--- src/gpib_pkg.sv ---
// Shared constants, command codes and helpers for the GPIB interface.
package gpib_pkg;

  ////////////////////////////////////////////////////////////////////////////
  // Register port geometry and map.
  localparam int ADDR_W = 8;
  localparam int DATA_W = 8;
  localparam logic [7:0] REG_CFG = 8'h00;
  localparam logic [7:0] REG_STAT = 8'h04;
  localparam logic [7:0] REG_TXD = 8'h08;
  localparam logic [7:0] REG_TXEND = 8'h0c;
  localparam logic [7:0] REG_RXD = 8'h10;
  localparam logic [7:0] REG_STB = 8'h14;
  localparam logic [7:0] REG_EVT = 8'h18;

  // Status register bit positions.
  localparam int ST_LISTEN = 0;
  localparam int ST_TALK = 1;
  localparam int ST_REMOTE = 2;
  localparam int ST_LOCKOUT = 3;
  localparam int ST_TONLY = 4;
  localparam int ST_TXFULL = 5;
  localparam int ST_RXFULL = 6;
  localparam int ST_SPOLL = 7;

  // Event register bit positions; the low three are read-to-clear.
  localparam int EV_NOREM = 0;
  localparam int EV_CLEAR = 1;
  localparam int EV_TRIG = 2;
  localparam int EV_RXEND = 3;
  localparam int EV_SRQLINE = 4;

  // Status byte bit that requests service.
  localparam int STB_RSV = 6;

  ////////////////////////////////////////////////////////////////////////////
  // Address setting.
  localparam logic [5:0] PAD_RESET = 6'h1c;
  localparam logic [5:0] PAD_MAX = 6'h1e;
  localparam logic [5:0] TON_MIN = 6'h28;
  localparam logic [5:0] TON_MAX = 6'h2b;

  // Interface messages carried with attention true (seven bits), and the eight-bit data terminator.
  localparam logic [6:0] CMD_GTL = 7'h01;
  localparam logic [6:0] CMD_SDC = 7'h04;
  localparam logic [6:0] CMD_GET = 7'h08;
  localparam logic [6:0] CMD_LLO = 7'h11;
  localparam logic [6:0] CMD_DCL = 7'h14;
  localparam logic [6:0] CMD_SPE = 7'h18;
  localparam logic [6:0] CMD_SPD = 7'h19;
  localparam logic [6:0] CMD_UNL = 7'h3f;
  localparam logic [6:0] LAG_BASE = 7'h20;
  localparam logic [6:0] TAG_BASE = 7'h40;
  localparam logic [7:0] TERM_CHAR = 8'h58;

  ////////////////////////////////////////////////////////////////////////////
  // Timing: data settling before the valid strobe, as a least time.
  localparam int CLK_NS = 100;
  localparam int SETTLE_NS = 2000;
  localparam int SETTLE_CYC = (SETTLE_NS + CLK_NS - 1) / CLK_NS;
  localparam logic [4:0] SETTLE_CNT = 5'(SETTLE_CYC);

  function automatic logic pad_ok(logic [5:0] v);
    return (v <= PAD_MAX) || (v >= TON_MIN && v <= TON_MAX);
  endfunction : pad_ok

  function automatic logic addr_match(logic [6:0] cmd, logic [6:0] base,
                                      logic [5:0] pad);
    return (cmd[6:5] == base[6:5]) && (cmd[4:0] == pad[4:0]) &&
           (pad <= PAD_MAX);
  endfunction : addr_match

endpackage : gpib_pkg

--- src/gpib_sync.sv ---
// Two flip-flop synchroniser for asynchronous bus lines.
`timescale 1ns/1ps
module gpib_sync #(
  parameter int W = 1
) (
  // Clock and reset
  input wire logic clk,
  input wire logic rst_b,
  // Lines
  input wire logic [W-1:0] d,
  output logic [W-1:0] q
);

  logic [W-1:0] meta_q;
  logic [W-1:0] sync_q;

  // Idle bus lines are high, so both stages reset to released.
  always_ff @(posedge clk or negedge rst_b) begin
    if (!rst_b) begin
      meta_q <= '1;
      sync_q <= '1;
    end else begin
      meta_q <= d;
      sync_q <= meta_q;
    end
  end

  assign q = sync_q;
endmodule : gpib_sync

--- src/gpib_source_hs.sv ---
// Source handshake: drives data, end and data-valid for each byte sent.
`timescale 1ns/1ps
module gpib_source_hs
  import gpib_pkg::*;
(
  // Clock and reset
  input wire logic clk,
  input wire logic rst_b,
  // Byte to send
  input wire logic active,
  input wire logic start,
  input wire logic [7:0] byte_in,
  input wire logic eoi_in,
  output logic done_q,
  // Synchronised handshake lines, true level
  input wire logic nrfd_t,
  input wire logic ndac_t,
  // Open-collector enables
  output logic dav_oe_q,
  output logic [7:0] dio_oe_q,
  output logic eoi_oe_q
);

  typedef enum {SH_IDLE, SH_WAIT_RFD, SH_SETTLE, SH_WAIT_DAC, SH_WAIT_NDAC}
    sh_state_t;

  sh_state_t st_q, st_d;
  logic [4:0] cnt_q, cnt_d;
  logic dav_d, eoi_d, done_d;
  logic [7:0] dio_d;

  always_comb begin
    st_d = st_q;
    cnt_d = cnt_q;
    dav_d = dav_oe_q;
    dio_d = dio_oe_q;
    eoi_d = eoi_oe_q;
    done_d = 1'b0;
    case (st_q)
      SH_IDLE: begin
        if (active && start) begin
          dio_d = byte_in;
          eoi_d = eoi_in;
          st_d = SH_WAIT_RFD;
        end
      end
      // All acceptors must be ready and at least one present.
      SH_WAIT_RFD: begin
        if (!nrfd_t && ndac_t) begin
          cnt_d = 5'h00;
          st_d = SH_SETTLE;
        end
      end
      SH_SETTLE: begin
        cnt_d = cnt_q + 5'h01;
        if (cnt_q == SETTLE_CNT - 5'h01) begin
          dav_d = 1'b1;
          st_d = SH_WAIT_DAC;
        end
      end
      SH_WAIT_DAC: begin
        if (!ndac_t) begin
          dav_d = 1'b0;
          dio_d = 8'h00;
          eoi_d = 1'b0;
          done_d = 1'b1;
          st_d = SH_WAIT_NDAC;
        end
      end
      // Waiting for accepted to drop stops one byte counting twice.
      SH_WAIT_NDAC: begin
        if (ndac_t) begin
          st_d = SH_IDLE;
        end
      end
      default: begin
        st_d = SH_IDLE;
      end
    endcase
    // Attention from the controller takes the bus back at once.
    if (!active) begin
      st_d = SH_IDLE;
      dav_d = 1'b0;
      dio_d = 8'h00;
      eoi_d = 1'b0;
      done_d = 1'b0;
    end
  end

  always_ff @(posedge clk or negedge rst_b) begin
    if (!rst_b) begin
      st_q <= SH_IDLE;
      cnt_q <= 5'h00;
      dav_oe_q <= 1'b0;
      dio_oe_q <= 8'h00;
      eoi_oe_q <= 1'b0;
      done_q <= 1'b0;
    end else begin
      st_q <= st_d;
      cnt_q <= cnt_d;
      dav_oe_q <= dav_d;
      dio_oe_q <= dio_d;
      eoi_oe_q <= eoi_d;
      done_q <= done_d;
    end
  end
endmodule : gpib_source_hs

--- src/gpib_instrument_interface.sv ---
// Instrument-side GPIB interface: addressing, handshakes and bus commands.
`timescale 1ns/1ps
module gpib_instrument_interface
  import gpib_pkg::*;
(
  // Clock and reset
  input wire logic REF_CLK,
  input wire logic RST_B,
  // Register port
  input wire logic [ADDR_W-1:0] ADDR,
  input wire logic [DATA_W-1:0] WDATA,
  input wire logic WR,
  input wire logic RD,
  output logic [DATA_W-1:0] RDATA,
  // Bus data lines
  input wire logic [7:0] DIO_I,
  output logic [7:0] DIO_O,
  output logic [7:0] DIO_OE,
  // Bus handshake lines
  input wire logic DAV_I,
  output logic DAV_O,
  output logic DAV_OE,
  input wire logic NRFD_I,
  output logic NRFD_O,
  output logic NRFD_OE,
  input wire logic NDAC_I,
  output logic NDAC_O,
  output logic NDAC_OE,
  // Bus management lines
  input wire logic EOI_I,
  output logic EOI_O,
  output logic EOI_OE,
  input wire logic SRQ_I,
  output logic SRQ_O,
  output logic SRQ_OE,
  input wire logic ATN_I,
  input wire logic IFC_I,
  input wire logic REN_I,
  // Instrument side
  output logic PANEL_LOCK,
  output logic REMOTE,
  output logic DEV_CLEAR,
  output logic TRIGGER
);

  ////////////////////////////////////////////////////////////////////////////
  // Synchronised bus lines; a low line is a true message.
  logic [15:0] pins_s;
  logic [7:0] dio_t;
  logic srq_t, ren_t, ifc_t, atn_t, eoi_t, ndac_t, nrfd_t, dav_t;

  gpib_sync #(.W(16)) u_sync (
    .clk(REF_CLK),
    .rst_b(RST_B),
    .d({SRQ_I, REN_I, IFC_I, ATN_I, EOI_I, NDAC_I, NRFD_I, DAV_I, DIO_I}),
    .q(pins_s)
  );

  assign {srq_t, ren_t, ifc_t, atn_t, eoi_t, ndac_t, nrfd_t, dav_t, dio_t} =
    ~pins_s;

  ////////////////////////////////////////////////////////////////////////////
  // Interface state declarations.
  logic listen_q, listen_d, talk_q, talk_d, spoll_q, spoll_d;
  logic remote_q, remote_d, lockout_q, lockout_d;
  logic [5:0] pad_q, pad_d;
  logic [7:0] tx_q, tx_d, rx_q, rx_d, stb_q, stb_d, rdata_q, rd_d;
  logic tx_end_q, tx_end_d, tx_full_q, tx_full_d;
  logic rx_end_q, rx_end_d, rx_full_q, rx_full_d;
  logic [2:0] evt_q, evt_d;
  logic clear_q, clear_d, trig_q, trig_d, lock_q, srq_oe_q, drv_lvl_q;
  logic ton, talk_act, sp_act, sh_done, ah_take, dev_clr;
  logic [6:0] cmd;

  // Talk-only runs the talker with no controller; attention is never driven.
  assign ton = (pad_q >= TON_MIN);
  assign talk_act = talk_q || ton;
  assign sp_act = spoll_q && talk_q;

  ////////////////////////////////////////////////////////////////////////////
  // Acceptor handshake.
  typedef enum {AH_IDLE, AH_NRDY, AH_READY, AH_ACCEPT} ah_state_t;

  ah_state_t ah_q, ah_d;
  logic nrfd_oe_q, nrfd_oe_d, ndac_oe_q, ndac_oe_d, acc_act, buf_ok;

  // Commands are always taken; data only by a listener with room.
  assign acc_act = atn_t || listen_q;
  assign buf_ok = atn_t || !rx_full_q;
  assign ah_take = (ah_q == AH_READY) && acc_act && dav_t;

  always_comb begin
    ah_d = ah_q;
    nrfd_oe_d = nrfd_oe_q;
    ndac_oe_d = ndac_oe_q;
    case (ah_q)
      AH_IDLE: begin
        nrfd_oe_d = 1'b0;
        ndac_oe_d = 1'b0;
        if (acc_act) begin
          nrfd_oe_d = 1'b1;
          ndac_oe_d = 1'b1;
          ah_d = AH_NRDY;
        end
      end
      AH_NRDY: begin
        if (buf_ok && !dav_t) begin
          nrfd_oe_d = 1'b0;
          ah_d = AH_READY;
        end
      end
      AH_READY: begin
        if (ah_take) begin
          nrfd_oe_d = 1'b1;
          ndac_oe_d = 1'b0;
          ah_d = AH_ACCEPT;
        end
      end
      AH_ACCEPT: begin
        if (!dav_t) begin
          ndac_oe_d = 1'b1;
          ah_d = AH_NRDY;
        end
      end
      default: begin
        ah_d = AH_IDLE;
      end
    endcase
    if (!acc_act && ah_q != AH_ACCEPT) begin
      ah_d = AH_IDLE;
      nrfd_oe_d = 1'b0;
      ndac_oe_d = 1'b0;
    end
  end

  always_ff @(posedge REF_CLK or negedge RST_B) begin
    if (!RST_B) begin
      ah_q <= AH_IDLE;
      nrfd_oe_q <= 1'b0;
      ndac_oe_q <= 1'b0;
    end else begin
      ah_q <= ah_d;
      nrfd_oe_q <= nrfd_oe_d;
      ndac_oe_q <= ndac_oe_d;
    end
  end

  ////////////////////////////////////////////////////////////////////////////
  // Source handshake; the status byte replaces data during serial poll.
  gpib_source_hs u_src (
    .clk(REF_CLK),
    .rst_b(RST_B),
    .active(talk_act && !atn_t),
    .start(sp_act || tx_full_q),
    .byte_in(sp_act ? stb_q : tx_q),
    .eoi_in(!sp_act && tx_end_q),
    .done_q(sh_done),
    .nrfd_t(nrfd_t),
    .ndac_t(ndac_t),
    .dav_oe_q(DAV_OE),
    .dio_oe_q(DIO_OE),
    .eoi_oe_q(EOI_OE)
  );

  ////////////////////////////////////////////////////////////////////////////
  // Addressing, bus commands and registers. Clears come before sets so a
  // flag raised in the cycle it is cleared survives.
  always_comb begin
    listen_d = listen_q;
    talk_d = talk_q;
    spoll_d = spoll_q;
    remote_d = remote_q;
    lockout_d = lockout_q;
    pad_d = pad_q;
    tx_d = tx_q;
    tx_end_d = tx_end_q;
    tx_full_d = tx_full_q;
    rx_d = rx_q;
    rx_end_d = rx_end_q;
    rx_full_d = rx_full_q;
    stb_d = stb_q;
    evt_d = evt_q;
    clear_d = 1'b0;
    trig_d = 1'b0;
    dev_clr = 1'b0;
    rd_d = 8'h00;
    cmd = dio_t[6:0];
    if (!ren_t) begin
      remote_d = 1'b0;
      lockout_d = 1'b0;
    end
    if (ifc_t) begin
      listen_d = 1'b0;
      talk_d = 1'b0;
      spoll_d = 1'b0;
    end
    if (RD) begin
      case (ADDR)
        REG_CFG: rd_d = {2'b00, pad_q};
        REG_STAT: rd_d = {spoll_q, rx_full_q, tx_full_q, ton, lockout_q,
                          remote_q, talk_q, listen_q};
        REG_RXD: begin
          rd_d = rx_q;
          rx_full_d = 1'b0;
        end
        REG_STB: rd_d = stb_q;
        REG_EVT: begin
          rd_d = {3'b000, srq_t, rx_end_q, evt_q};
          evt_d = 3'b000;
        end
        default: rd_d = 8'h00;
      endcase
    end
    if (sh_done) begin
      if (sp_act) begin
        stb_d[STB_RSV] = 1'b0;
      end else begin
        tx_full_d = 1'b0;
      end
    end
    // Parallel poll and secondary addresses fall through untouched.
    if (ah_take && atn_t) begin
      if (addr_match(cmd, LAG_BASE, pad_q) && !ton) begin
        listen_d = 1'b1;
        talk_d = 1'b0;
        if (ren_t) begin
          remote_d = 1'b1;
        end
      end else if (cmd == CMD_UNL) begin
        listen_d = 1'b0;
      end else if (addr_match(cmd, TAG_BASE, pad_q) && !ton) begin
        talk_d = 1'b1;
        listen_d = 1'b0;
      end else if (cmd[6:5] == TAG_BASE[6:5]) begin
        talk_d = 1'b0;
      end else if (cmd == CMD_LLO) begin
        lockout_d = ren_t;
      end else if (cmd == CMD_DCL || (cmd == CMD_SDC && listen_q)) begin
        dev_clr = 1'b1;
      end else if (cmd == CMD_GET && listen_q) begin
        trig_d = 1'b1;
        evt_d[EV_TRIG] = 1'b1;
      end else if (cmd == CMD_GTL && listen_q) begin
        remote_d = 1'b0;
      end else if (cmd == CMD_SPE) begin
        spoll_d = 1'b1;
      end else if (cmd == CMD_SPD) begin
        spoll_d = 1'b0;
      end
    end else if (ah_take && listen_q) begin
      rx_d = dio_t;
      rx_end_d = eoi_t;
      rx_full_d = 1'b1;
      if (dio_t == TERM_CHAR && !ren_t) begin
        evt_d[EV_NOREM] = 1'b1;
      end
    end
    if (dev_clr) begin
      tx_full_d = 1'b0;
      rx_full_d = 1'b0;
      stb_d = 8'h00;
      clear_d = 1'b1;
      evt_d[EV_CLEAR] = 1'b1;
    end
    if (WR) begin
      case (ADDR)
        REG_CFG: begin
          if (pad_ok(WDATA[5:0]) && WDATA[7:6] == 2'b00) begin
            pad_d = WDATA[5:0];
          end
        end
        REG_TXD, REG_TXEND: begin
          // A byte written while one is pending is dropped.
          if (!tx_full_q) begin
            tx_d = WDATA;
            tx_end_d = (ADDR == REG_TXEND);
            tx_full_d = 1'b1;
          end
        end
        REG_STB: stb_d = WDATA;
        default: begin
        end
      endcase
    end
  end

  always_ff @(posedge REF_CLK or negedge RST_B) begin
    if (!RST_B) begin
      listen_q <= 1'b0;
      talk_q <= 1'b0;
      spoll_q <= 1'b0;
      remote_q <= 1'b0;
      lockout_q <= 1'b0;
      pad_q <= PAD_RESET;
      tx_q <= 8'h00;
      tx_end_q <= 1'b0;
      tx_full_q <= 1'b0;
      rx_q <= 8'h00;
      rx_end_q <= 1'b0;
      rx_full_q <= 1'b0;
      stb_q <= 8'h00;
      evt_q <= 3'b000;
      clear_q <= 1'b0;
      trig_q <= 1'b0;
      rdata_q <= 8'h00;
      lock_q <= 1'b0;
      srq_oe_q <= 1'b0;
      drv_lvl_q <= 1'b0;
    end else begin
      listen_q <= listen_d;
      talk_q <= talk_d;
      spoll_q <= spoll_d;
      remote_q <= remote_d;
      lockout_q <= lockout_d;
      pad_q <= pad_d;
      tx_q <= tx_d;
      tx_end_q <= tx_end_d;
      tx_full_q <= tx_full_d;
      rx_q <= rx_d;
      rx_end_q <= rx_end_d;
      rx_full_q <= rx_full_d;
      stb_q <= stb_d;
      evt_q <= evt_d;
      clear_q <= clear_d;
      trig_q <= trig_d;
      rdata_q <= rd_d;
      lock_q <= remote_d && lockout_d;
      srq_oe_q <= stb_d[STB_RSV] && !(spoll_d && talk_d);
      drv_lvl_q <= 1'b0;
    end
  end

  ////////////////////////////////////////////////////////////////////////////
  // Open-collector outputs only ever pull low.
  assign DIO_O = {8{drv_lvl_q}};
  assign DAV_O = drv_lvl_q;
  assign NRFD_O = drv_lvl_q;
  assign NDAC_O = drv_lvl_q;
  assign EOI_O = drv_lvl_q;
  assign SRQ_O = drv_lvl_q;
  assign NRFD_OE = nrfd_oe_q;
  assign NDAC_OE = ndac_oe_q;
  assign SRQ_OE = srq_oe_q;
  assign RDATA = rdata_q;
  assign PANEL_LOCK = lock_q;
  assign REMOTE = remote_q;
  assign DEV_CLEAR = clear_q;
  assign TRIGGER = trig_q;
endmodule : gpib_instrument_interface

--- config.mk ---
export PLATFORM = sky130hd
export DESIGN_NAME = gpib_instrument_interface
export DESIGN_NICKNAME = d
export VERILOG_FILES = /design/src/gpib_pkg.sv /design/src/gpib_sync.sv /design/src/gpib_source_hs.sv /design/src/gpib_instrument_interface.sv
export SDC_FILE = /design/constraint.sdc
export NUM_CORES = 1
export LEC_CHECK = 0
export ABC_AREA = 1
export ABC_CLOCK_PERIOD_IN_PS = 1800
export BUFFER_PORTS_ARGS = -buffer_cell sky130_fd_sc_hd__buf_2
export CAP_MARGIN = 20
export CORE_MARGIN = 4
export CORE_UTILIZATION = 57
export CTS_CLUSTER_SIZE = 20
export DETAILED_ROUTE_END_ITERATION = 6
export PLACE_DENSITY = 0.84
export SLEW_MARGIN = 5
export SYNTH_ARGS = -nofsm -noshare
export SYNTH_HDL_FRONTEND = slang
export SYNTH_SLANG_ARGS = --single-unit
export TNS_END_PERCENT = 1
--- constraint.sdc ---
create_clock -name REF_CLK -period 1.8 [get_ports REF_CLK]
set_clock_uncertainty 0.05 [all_clocks]
set_input_delay 0.09 -clock REF_CLK [delete_from_list [all_inputs] [get_ports REF_CLK]]
set_output_delay 0.09 -clock REF_CLK [all_outputs]
set_load 0.01 [all_outputs]
# Yosys cells after proc, flatten, opt, wreduce, memory -nomap -nowiden
# Cells that the tools add are included.
# totals
output_inout_bits	38
in_bits	36
wordCells	270
reg_bits	168
# classes
magnitude_cmp	5
mux	128
reduce_logical	62
n_bitwise	3
n_eq_ne	40
addsub	1
# ops
operator	n
$mux W32	11
$pmux W32 S5	1
$eq A32 B2 Y1 const B	4
$pmux W32 S4	1
$mux W1	97
$eq A32 B1 Y1 const B	2
$eq A32 B3 Y1 const B	2
$logic_not A32 Y1	2
$mux W8	8
$pmux W8 S5	1
$ne A3 B3 Y1 const B	11
$ne A32 B3 Y1 const B	1
$eq A7 B5 Y1 const B	4
$logic_and A1 B1 Y1	26
$eq A8 B5 Y1 const B	3
$reduce_and A3 Y1	6
$eq A8 B4 Y1 const B	2
$not A16 Y16	1
$pmux W8 S2	1
$ge A6 B6 Y1 const B	2
$le A6 B5 Y1 const B	2
$pmux W5 S2	1
$logic_not A1 Y1	9
$eq A8 B3 Y1 const B	1
other kinds (26)	40

# Longest topological paths before layout
# Gate-level depths: netlist of run 1.
# depth
ltp_word	16
mapped_depth	11

# Cells and area by module
# A second synthesis of run 1 with hierarchy kept.
# hier_totals
cells_unflattened	594
hier_area_um2	5109.9
# by_module_without_submodules
module	area_each_um2	cells_each	seq_area_each_um2	instances
gpib_instrument_interface	3230.6	438	1455.1	1
gpib_source_hs	1038.5	124	475.5	1
gpib_sync	840.8	32	840.8	1

# Least setup slack after synthesis of run 1
# OpenSTA, ideal clock, no wires.
# synth_timing
kind	flip-flop to flip-flop
from	register ah_q[0]
to	register rx_full_q
setup_ps	131
t_arrival_ps	1334
n_path_buf	0
stages_incl_launch_ff	8
slack_ps	285
path_cell_list	dfrtp_1 inv_1 ha_1 nand3_2 nor2_4 inv_2 nor4b_2 a21oi_1
# synth_via
elab_chain_cells	7
# synth_rtl
element	line	rtl
from (decl)	gpib_instrument_interface.sv:84	ah_state_t ah_q, ah_d;
from (signal assigned)	gpib_instrument_interface.sv:142	ah_q <= ah_d;
$eq A32 B3 Y1 (*)	gpib_instrument_interface.sv:90	assign ah_take = (ah_q == AH_READY) && acc_act && dav_t;
$logic_and A1 B1 Y1 (*) (2 in a row)	gpib_instrument_interface.sv:90	
$logic_and A1 B1 Y1	gpib_instrument_interface.sv:250	end else if (ah_take && listen_q) begin
$mux W1	gpib_instrument_interface.sv:250	
$mux W1	gpib_instrument_interface.sv:222	if (ah_take && atn_t) begin
$mux W1 (*)	gpib_instrument_interface.sv:258	if (dev_clr) begin
via rx_full_d	gpib_instrument_interface.sv:69	logic rx_end_q, rx_end_d, rx_full_q, rx_full_d;
to (signal assigned)	gpib_instrument_interface.sv:321	rx_full_q <= rx_full_d;
to (decl)	gpib_instrument_interface.sv:69	
# Mark *: on every way through the listed nets, which the timed path passes. The rest lies on a longest branch.
# A chain may end at the register's enable or synchronous reset.

# Final worst setup path of run 1
# layout_timing
from	register ah_q[0]
to	register srq_oe_q (netlist: SRQ_OE)
# layout_lines
element	line	rtl
$eq A32 B3 Y1	gpib_instrument_interface.sv:90	
$logic_and A1 B1 Y1 (2 in a row)	gpib_instrument_interface.sv:90	
$logic_and A1 B1 Y1	gpib_instrument_interface.sv:222	
$mux W1	gpib_instrument_interface.sv:222	
via spoll_d	gpib_instrument_interface.sv:64	logic listen_q, listen_d, talk_q, talk_d, spoll_q, spoll_d;
$logic_and A1 B1 Y1	gpib_instrument_interface.sv:328	srq_oe_q <= stb_d[STB_RSV] && !(spoll_d && talk_d);
$logic_not A1 Y1	gpib_instrument_interface.sv:328	
$logic_and A1 B1 Y1	gpib_instrument_interface.sv:328	
to (signal assigned)	gpib_instrument_interface.sv:328	
to (decl)	gpib_instrument_interface.sv:71	logic clear_q, clear_d, trig_q, trig_d, lock_q, srq_oe_q, drv_lvl_q;
# The timed path passes the listed nets, and every way through them passes these cells.

==> flow_summary.json, run 1 <==
{
  "cts_made_buffers": 9,
  "p_leak_nw": 2.89,
  "grt_first_pass_wirelength_mm": 19.2,
  "grt-ovfl-total": 0,
  "hp-class": "input port to flop",
  "die_h_um": 101,
  "crit_family": "simple AND/OR/NAND/NOR gates",
  "synthCells": 557,
  "drv_slew": 0,
  "vias_per_cell": 5.29,
  "die_area_um2": 10200,
  "nNetsFinal": 694,
  "boundaryPins": 74,
  "regArea_um2": 2770,
  "syn-cell-area_um2": 4940,
  "cp.arrival_ps": 2000,
  "place_area_um2": 5350,
  "peakVddDrop_mv": 0.667,
  "synth_common_cells": "147 x nand2_1, 74 x dfrtp_1, 65 x inv_1",
  "insertion_delay_ps": 380,
  "setup_viol": 0,
  "num_vias": 4037,
  "cts_buffer_depth": 2,
  "crit_fanout": 6,
  "slowest_delay_ps": 410,
  "drt-total-wl_mm": 11.4,
  "fin_ws_ps": 24.6,
  "first_pass_iters": 5,
  "grt_max_degree": 42,
  "start_util": 0.592,
  "synth_most_common_cell": "nand2_1",
  "grt_use_total": 0.240,
  "multi_input_area_um2": 1840,
  "outcome": "completed",
  "ys_seq_area_frac": 0.561,
  "wl_per_cell_um": 15.0,
  "critical-path-slowest-cell": "dfrtp_1",
  "required_ps": 2020,
  "min-delay-start": "WDATA[1]",
  "grt_pass1_vias": 3954,
  "fp.dieW_um": 101,
  "power_density_nw_per_um2": 847,
  "clockRootBuffer": "clkbuf_8",
  "ys_async_sr_fraction": 1.00,
  "fill_cells": 655,
  "drv_cap": 0,
  "rsz0062_at_grt": "true",
  "avgSynthCellArea_um2": 8.87,
  "cts-htree-levels": 3,
  "hold_viol": 0,
  "layout-drive-gt1-share": 0.240,
  "synth_edf_count": 0,
  "timing.rr.start": "ah_q[0]$_DFFE_PN0P_",
  "critPathLaunch": "ah_q[0]$_DFFE_PN0P_",
  "cts_tree": "built",
  "synth_top_area_share": 0.375,
  "utilization": 0.704,
  "final_area_um2": 5870,
  "area_delta_synth_final_pct": 18.8,
  "antenna_found_initial": 0,
  "clock.fmax_mhz": 563,
  "ant_nets": 0,
  "gp_congestion": 0.921,
  "drt-initial-drc-count": 234,
  "worstPathCellList": "inv_1 > ha_4 > nand3_2 > nor2_4 > buf_4 > nand2_1 > o21ai_1 > nand3_1 > nand2_1 > inv_1",
  "period_minus_slack_ps": 1780,
  "synth_ff_type": "dfrtp_1",
  "ys_types": 46,
  "synth_area_leaders": "dfrtp_1 37%, dfstp_2 19%, nand2_1 11%",
  "yosysWarnings": 0,
  "yosys.area.top_type": "dfrtp_1",
  "crit_path_start_kind": "flop",
  "pre_cts_slack_ps": -1.57,
  "rows": 33,
  "critical_path_buf_inv_count": 3,
  "clock_sinks": 109,
  "drc_errors": 0,
  "io_buffers": 60,
  "finalPower_mw": 4.97,
  "path_clk_slew_ps": 110,
  "period_share": 0.986,
  "synth_seq_cells": 109,
  "path_class": "flop to flop",
  "dpl.hpwl_mm": 8.10,
  "antennaDiodeCount": 0,
  "end_kind": "flop",
  "core_area_um2": 8340
}
-- registers in the layout, summed over array words and instances, names as in the netlist, 2 cells and up --
register	flops
u_src.cnt_q	5
ah_q	2
u_sync.meta_q	16
tx_q	8
u_sync.q	16
pad_q	6
evt_q	3
rx_q	8
stb_q	8
u_src.dio_oe_q	8
RDATA	8
u_src.st_q	3
-- worst paths after layout --
check,end,slack (ps),depth (start not counted)
max,SRQ_OE$_DFF_PN0_,20,10
min,pad_q[1]$_DFFE_PN0P_,30,3
max reg2reg,SRQ_OE$_DFF_PN0_,20,10
min reg2reg,u_sync.q[11]$_DFF_PN1_,310,0
max in group asynchronous,u_sync.q[14]$_DFF_PN1_,890,3
min in group asynchronous,u_src.st_q[0]$_DFFE_PN0P_,170,2
-- worst reg2reg max path, cell delays in order (launching register included) --
cell     delay, ps
dfrtp_1        410
inv_1          160
ha_4           190
nand3_2        110
nor2_4         230
buf_4          160
nand2_1         60
o21ai_1        100
nand3_1        110
nand2_1         70
inv_1           30
-- per-layer routing --
layer	track usage	vias to the layer above	share of wire
met3	0.0436	20	0.069
met1	0.349	1907	0.45
met2	0.364	155	0.46
li1	-	1955	-
met5	0	-	0
met4	0.0838	0	0.020
-- metrics by stage --
step | setup TNS, ps | instances | hold slack, ps
6_report | 0 | 763 | 27.5
5_1_grt | -97.2 | 763 | 30.1
4_1_cts | -28.9 | 760 | 17.4
3_5_place_dp | -1.57 | 721 | 22.6
3_3_place_gp | 0 | 721 | 15.8
2_1_floorplan | 0 | 569 | -256
-- placed cells by master, fill, tap and decap left out, types with 3 or more instances in the layout --
cell and count:
nand3_2 4, nand2_1 147, ha_1 4, conb_1 13
inv_2 7, nor2_2 4, nand2_2 4, buf_2 59
nand3_1 31, nor3_1 6, a31oi_1 3, clkbuf_8 9
dfstp_2 35, nor2_4 4, inv_1 65, o21ai_2 5
dfrtp_1 74, a21oi_1 18, buf_4 7, inv_6 3
dlygate4sd3_1 23, o21ai_1 7, o21ai_0 42, nand4_1 7
nor2_1 41
-- cells by family after synthesis --
family / share of synthesized area
AOI/OAI and AO/OA: 0.113
xor gates and xnor gates: 0.00177
adders and majority gates: 0.0127
buffers and inverters: 0.0826
DFF: 0.561
other: 0.000759
and+or+nand+nor: 0.228
-- what timing repair did --
action                                  CTS  global route
resized for setup                         0             7
endpoints found under the hold margin    71             0
pin swaps                                 0             1
hold buffers                             23             0
setup buffers                             0             3
endpoints found under the setup margin    2            20
-- report_power, final --
| part | leakage [nW] | internal (mW) | switching (mW) |
|---|---|---|---|
| sequential | 1.37 | 2.58 | 0.0766 |
| clock | 0.112 | 0.806 | 0.890 |
| combinational | 1.40 | 0.251 | 0.364 |
| total | 2.89 | 3.64 | 1.33 |
-- final cells by class --
| cell class | count | share of cell area |
|---|---|---|
| clock buffer | 9 | 0.0211 |
| clock inverter | 7 | 0.0179 |
| inverter | 73 | 0.0475 |
| multi-input combinational | 369 | 0.314 |
| sequential | 109 | 0.472 |
| tap | 105 | 0.0224 |
| timing repair buffer | 91 | 0.105 |
Note: power is estimated with default switching activity, not from simulation.
==> run 2: changes to the inputs <==
--- a/config.mk
+++ b/config.mk
@@ -6,14 +6,15 @@
 export NUM_CORES = 1
 export LEC_CHECK = 0
 export ABC_AREA = 1
-export ABC_CLOCK_PERIOD_IN_PS = 1800
+export ABC_CLOCK_PERIOD_IN_PS = 2200
 export BUFFER_PORTS_ARGS = -buffer_cell sky130_fd_sc_hd__buf_2
 export CAP_MARGIN = 20
+export CORE_ASPECT_RATIO = 0.9
 export CORE_MARGIN = 4
-export CORE_UTILIZATION = 57
+export CORE_UTILIZATION = 61
 export CTS_CLUSTER_SIZE = 20
 export DETAILED_ROUTE_END_ITERATION = 6
-export PLACE_DENSITY = 0.84
+export PLACE_DENSITY = 0.89
 export SLEW_MARGIN = 5
 export SYNTH_ARGS = -nofsm -noshare
 export SYNTH_HDL_FRONTEND = slang
==> constraint.sdc (replaced) <==
create_clock -name REF_CLK -period 2.2 [get_ports REF_CLK]
set_clock_uncertainty 0.05 [all_clocks]
set_input_delay 0.11 -clock REF_CLK [delete_from_list [all_inputs] [get_ports REF_CLK]]
set_output_delay 0.11 -clock REF_CLK [all_outputs]
set_load 0.01 [all_outputs]
==> flow_summary.json, run 2 (synthesis gave the netlist of run 1 again) <==
{
  "peakVddDrop_mv": 0.534,
  "grt_first_pass_wirelength_mm": 18.6,
  "start_util": 0.642,
  "period_share": 0.818,
  "outcome": "completed",
  "cts_tree": "built",
  "timing.rr.start": "ah_q[0]$_DFFE_PN0P_",
  "crit_fanout": 10,
  "grt_max_degree": 67,
  "layout.cells.non_filler": 749,
  "required_ps": 2450,
  "vias_per_cell": 5.48,
  "regArea_um2": 2770,
  "end_kind": "flop",
  "clock_sinks": 109,
  "antennaDiodeCount": 0,
  "setup_viol": 0,
  "drv_slew": 0,
  "cts_made_buffers": 9,
  "min-delay-start": "WDATA[6]",
  "grt_use_total": 0.251,
  "drv_cap": 0,
  "wl_met1_mm": 5.00,
  "multi_input_area_um2": 1800,
  "finalPower_mw": 3.87,
  "final_area_um2": 5750,
  "nNetsFinal": 689,
  "path_class": "flop to flop",
  "max_slew_margin": 0.645,
  "cts_buffer_depth": 2,
  "power_density_nw_per_um2": 674,
  "antenna_found_initial": 0,
  "fin_ws_ps": 400,
  "hp-class": "input port to flop",
  "drc_errors": 0,
  "critPathLaunch": "ah_q[0]$_DFFE_PN0P_",
  "insertion_delay_ps": 390,
  "first_pass_iters": 5,
  "ant_nets": 0,
  "whs_ps": 18.1,
  "die_h_um": 93.4,
  "topRoutingLayerUsed": "met4",
  "path_clk_slew_ps": 110,
  "io_buffers": 60,
  "fp.dieW_um": 103,
  "drt-total-wl_mm": 11.3,
  "cts-htree-levels": 3,
  "utilization": 0.747,
  "rsz0062_at_grt": "false",
  "pre_cts_slack_ps": 414,
  "drt-initial-drc-count": 263,
  "gp_congestion": 0.910,
  "core_area_um2": 7690,
  "period_minus_slack_ps": 1800,
  "place_area_um2": 5310,
  "num_vias": 4108,
  "fill_cells": 567,
  "p_leak_nw": 2.84,
  "cp.arrival_ps": 2050,
  "crit_path_start_kind": "flop",
  "area_delta_synth_final_pct": 16.5,
  "dpl.hpwl_mm": 8.25,
  "grt_pass1_vias": 3827,
  "clockRootBuffer": "clkbuf_8",
  "final_common_cell": "nand2_1",
  "final_cell_mix": "147 x nand2_1, 74 x dfrtp_1, 65 x inv_1, 59 x buf_2",
  "cts_resized": 0,
  "hold_viol": 0,
  "die_area_um2": 9600,
  "dp_cells": 709,
  "rows": 30,
  "setup-tns-final_ps": 0,
  "grt-ovfl-total": 0,
  "wl_per_cell_um": 15.0,
  "met2_length_mm": 5.11,
  "wl_met3_um": 974,
  "clock.fmax_mhz": 556,
  "worst_pin_slew_ps": 532,
  "boundaryPins": 74,
  "layout-drive-gt1-share": 0.227
}
## run 2: cell count changes in the layout (fill, tap and decap cells not counted), sizes merged
cell	previous run	this run
clkinvlp	1	0
dlygate4sd3	23	24
bufinv	2	0
inv	76	78
buf	68	62
clkbuf	9	10
## run 2: cell type report
type	instances	share of cell area
sequential	109	0.482
multi-input combinational	369	0.314
timing repair buffer	86	0.0992
inverter	73	0.0485
clock buffer	10	0.0259
tap	96	0.0209
clock inverter	6	0.0100
## run 2: routing by layer
| metal | global-route usage | vias up |
|---|---|---|
| met3 | 0.0537 | 20 |
| met5 | 0 | - |
| met2 | 0.373 | 190 |
| met4 | 0.0701 | 0 |
| met1 | 0.374 | 1944 |
| li1 | - | 1954 |
## run 2: path summary, 6_finish.rpt
kind,cells after the start,to,slack [ps]
setup / recovery,9,SRQ_OE$_DFF_PN0_,400
hold / removal,3,tx_q[6]$_DFFE_PN0P_,20
setup reg to reg,9,SRQ_OE$_DFF_PN0_,400
hold reg to reg,0,u_sync.q[5]$_DFF_PN1_,310
max in group asynchronous,3,rx_end_q$_DFFE_PN0P_,1180
min in group asynchronous,2,pad_q[1]$_DFFE_PN0P_,190
## run 2: report_power, final
| group | leakage, nW | internal, mW | switching, mW |
|---|---|---|---|
| clock | 0.107 | 0.511 | 0.738 |
| combinational | 1.36 | 0.175 | 0.273 |
| sequential | 1.37 | 2.11 | 0.0659 |
| total | 2.84 | 2.80 | 1.08 |
## run 2: critical path, stage by stage (launching register included)
cell	delay (ps)
dfrtp_1	440
inv_1	120
ha_1	250
nand3_2	130
nor2_4	200
nand2_2	190
nand4_1	110
o21ai_1	100
nand2_1	90
inv_1	40
## run 2: what timing repair did
action                    4_1_cts  5_1_grt
hold buffers                   24        0
hold endpoints to repair       34        0
setup buffers                   0        0
==> run 3: changes to the inputs <==
--- a/config.mk
+++ b/config.mk
@@ -6,15 +6,15 @@
 export NUM_CORES = 1
 export LEC_CHECK = 0
 export ABC_AREA = 1
-export ABC_CLOCK_PERIOD_IN_PS = 2200
+export ABC_CLOCK_PERIOD_IN_PS = 1500
 export BUFFER_PORTS_ARGS = -buffer_cell sky130_fd_sc_hd__buf_2
 export CAP_MARGIN = 20
 export CORE_ASPECT_RATIO = 0.9
 export CORE_MARGIN = 4
-export CORE_UTILIZATION = 61
+export CORE_UTILIZATION = 51
 export CTS_CLUSTER_SIZE = 20
 export DETAILED_ROUTE_END_ITERATION = 6
-export PLACE_DENSITY = 0.89
+export PLACE_DENSITY = 0.79
 export SLEW_MARGIN = 5
 export SYNTH_ARGS = -nofsm -noshare
 export SYNTH_HDL_FRONTEND = slang
==> constraint.sdc (replaced) <==
create_clock -name REF_CLK -period 1.5 [get_ports REF_CLK]
set_clock_uncertainty 0.05 [all_clocks]
set_input_delay 0.075 -clock REF_CLK [delete_from_list [all_inputs] [get_ports REF_CLK]]
set_output_delay 0.075 -clock REF_CLK [all_outputs]
set_load 0.01 [all_outputs]
==> flow_summary.json, run 3 (synthesis gave the netlist of run 1 again) <==
{
  "period_minus_slack_ps": 1670,
  "crit_fanout": 5,
  "drv_cap": 0,
  "antenna_found_initial": 0,
  "boundaryPins": 74,
  "cts_made_buffers": 9,
  "switching_share": 0.274,
  "p_switching_mw": 1.59,
  "peakVddDrop_mv": 0.511,
  "wl_per_cell_um": 14.2,
  "num_vias": 4157,
  "regArea_um2": 2770,
  "hold_depth": 3,
  "min-delay-start": "WR",
  "crit_family": "flip-flops",
  "fin_ws_ps": -173,
  "clock_sinks": 109,
  "cts_tree": "built",
  "crit_path_start_kind": "flop",
  "grt-ovfl-total": 0,
  "ant_nets": 0,
  "critical-path-slowest-cell": "dfstp_2",
  "required_ps": 1710,
  "r2r_cells": 7,
  "final_cell_mix": "144 x nand2_1, 73 x dfrtp_1, 62 x inv_1, 59 x buf_2, 36 x o21ai_0",
  "area_delta_synth_final_pct": 27.2,
  "final_common_cell": "nand2_1",
  "grt_max_degree": 50,
  "core_area_um2": 9290,
  "grt_first_pass_wirelength_mm": 19.2,
  "clockRootBuffer": "clkbuf_8",
  "p_seq_frac": 0.549,
  "path_class": "flop to flop",
  "hp-class": "input port to flop",
  "rsz0062_at_grt": "true",
  "cts_buffer_depth": 2,
  "rrSetupSlack_ps": -170,
  "drt-initial-drc-count": 246,
  "gp_congestion": 0.902,
  "end_kind": "flop",
  "clock.fmax_mhz": 598,
  "io_buffers": 60,
  "setup-tns-final_ps": -2900,
  "hold_viol": 0,
  "cts-htree-levels": 3,
  "r2r_end": "listen_q$_DFF_PN0_",
  "period_share": 1.12,
  "multi_input_area_um2": 1960,
  "comb_power_share": 0.150,
  "timing.rr.start": "pad_q[4]$_DFFE_PN1P_",
  "insertion_delay_ps": 370,
  "layout-drive-gt1-share": 0.313,
  "whs_ps": 37.2,
  "drc_errors": 0,
  "utilization": 0.676,
  "power_density_nw_per_um2": 924,
  "drv_slew": 0,
  "antennaDiodeCount": 0,
  "min_to": "stb_q[5]$_DFF_PN0_",
  "grt_use_total": 0.210,
  "path_common_cell": "nand2_1",
  "internal_power_mw": 4.21,
  "fill_cells": 742,
  "p_leak_nw": 3.08,
  "critical_path_buf_inv_count": 1,
  "path_clk_slew_ps": 110,
  "outcome": "finished with violations",
  "start_util": 0.532,
  "drt-total-wl_mm": 11.6,
  "die_h_um": 101,
  "fp.dieW_um": 112,
  "vias_per_cell": 5.09,
  "first_pass_iters": 5,
  "nNetsFinal": 730,
  "setup_viol": 31,
  "die_area_um2": 11300,
  "grt_pass1_vias": 4025,
  "pwr-share-clk": 0.302,
  "dpl.hpwl_mm": 8.53,
  "rows": 33,
  "worstPathCellList": "xor2_1 > nand2_1 > nor2_1 > buf_4 > nand2_1 > a21oi_2 > o21ai_1",
  "cp.arrival_ps": 1890,
  "slowest_delay_ps": 640,
  "violations": "negative setup slack"
}
## run 3: cell count changes in the layout (fill, tap and decap cells not counted), moves of 3 or more
cell | before | now
inv_4 | 0 | 3
o21ai_1 | 7 | 11
nor2_1 | 42 | 34
buf_4 | 2 | 35
nor2_2 | 3 | 10
nand2_1 | 147 | 144
a21oi_1 | 20 | 16
inv_1 | 65 | 62
o21ai_0 | 42 | 36
a21oi_2 | 0 | 4
dlygate4sd3_1 | 24 | 27
nand3_1 | 31 | 28
## run 3: worst max-delay path by stage
stage | endpoint | slack [ps] | cells after the start | from
global placement | rx_full_q$_DFF_PN0_ | -110 | 7 | ah_q[0]$_DFFE_PN0P_
finish | listen_q$_DFF_PN0_ | -170 | 7 | pad_q[4]$_DFFE_PN1P_
CTS | u_src.dio_oe_q[6]$_DFFE_PN0P_ | -120 | 8 | pad_q[4]$_DFFE_PN1P_
floorplan | rx_full_q$_DFF_PN0_ | -4 | 7 | ah_q[0]$_DFFE_PN0P_
global route | listen_q$_DFF_PN0_ | -260 | 7 | pad_q[4]$_DFFE_PN1P_
detailed placement | rx_full_q$_DFF_PN0_ | -200 | 7 | ah_q[0]$_DFFE_PN0P_
## run 3: power groups by stage
stage / clock, mW / sequential [mW] / combinational [mW]
6_report: 1.75 / 3.18 / 0.870
5_1_grt: 1.91 / 3.20 / 0.972
4_1_cts: 1.80 / 3.18 / 0.797
3_5_place_dp: 0 / 3.24 / 0.716
3_3_place_gp: 0 / 3.23 / 0.696
2_1_floorplan: 0 / 3.24 / 0.389
## run 3: metrics by stage
step / std cells / power (mW) / setup WS (ps) / instance area [um^2]
after CTS: 814 / 5.77 / -125 / 6170
after global routing: 816 / 6.09 / -255 / 6280
final: 816 / 5.80 / -173 / 6280
after floorplan: 569 / 3.63 / -3.82 / 4990
after detailed placement: 769 / 3.95 / -197 / 5610
after global placement: 769 / 3.93 / -115 / 5610
## run 3: layout make-up
type	count	share of cell area
Sequential cell	109	0.441
Multi-Input combinational cell	369	0.312
Timing Repair Buffer	126	0.145
Inverter	73	0.0456
Tap cell	122	0.0243
Clock buffer	10	0.0237
Clock inverter	6	0.00777
Timing Repair inverter	1	0.000597
## run 3: metal layers
metal	wire, um	up-vias	GRT usage
li1	-	2032	-
met1	5330	1957	0.304
met2	5320	145	0.329
met3	779	23	0.0436
met4	173	0	0.0533
met5	0	-	0
## run 3: what timing repair did
item                                    4_1_cts  5_1_grt
hold buffers                                 27        0
pin swaps                                    12       13
setup buffers                                 1        2
endpoints found under the hold margin       111        0
resized for setup                            20       29
cloned                                        1        0
endpoints found under the setup margin       37       61
## run 3: worst min-delay path, delay by kind of cell
family / cells / cell delay (ps)
and+or+nand+nor: 1 / 130
buffers and inverters: 1 / 130
AOI/OAI and AO/OA: 1 / 90
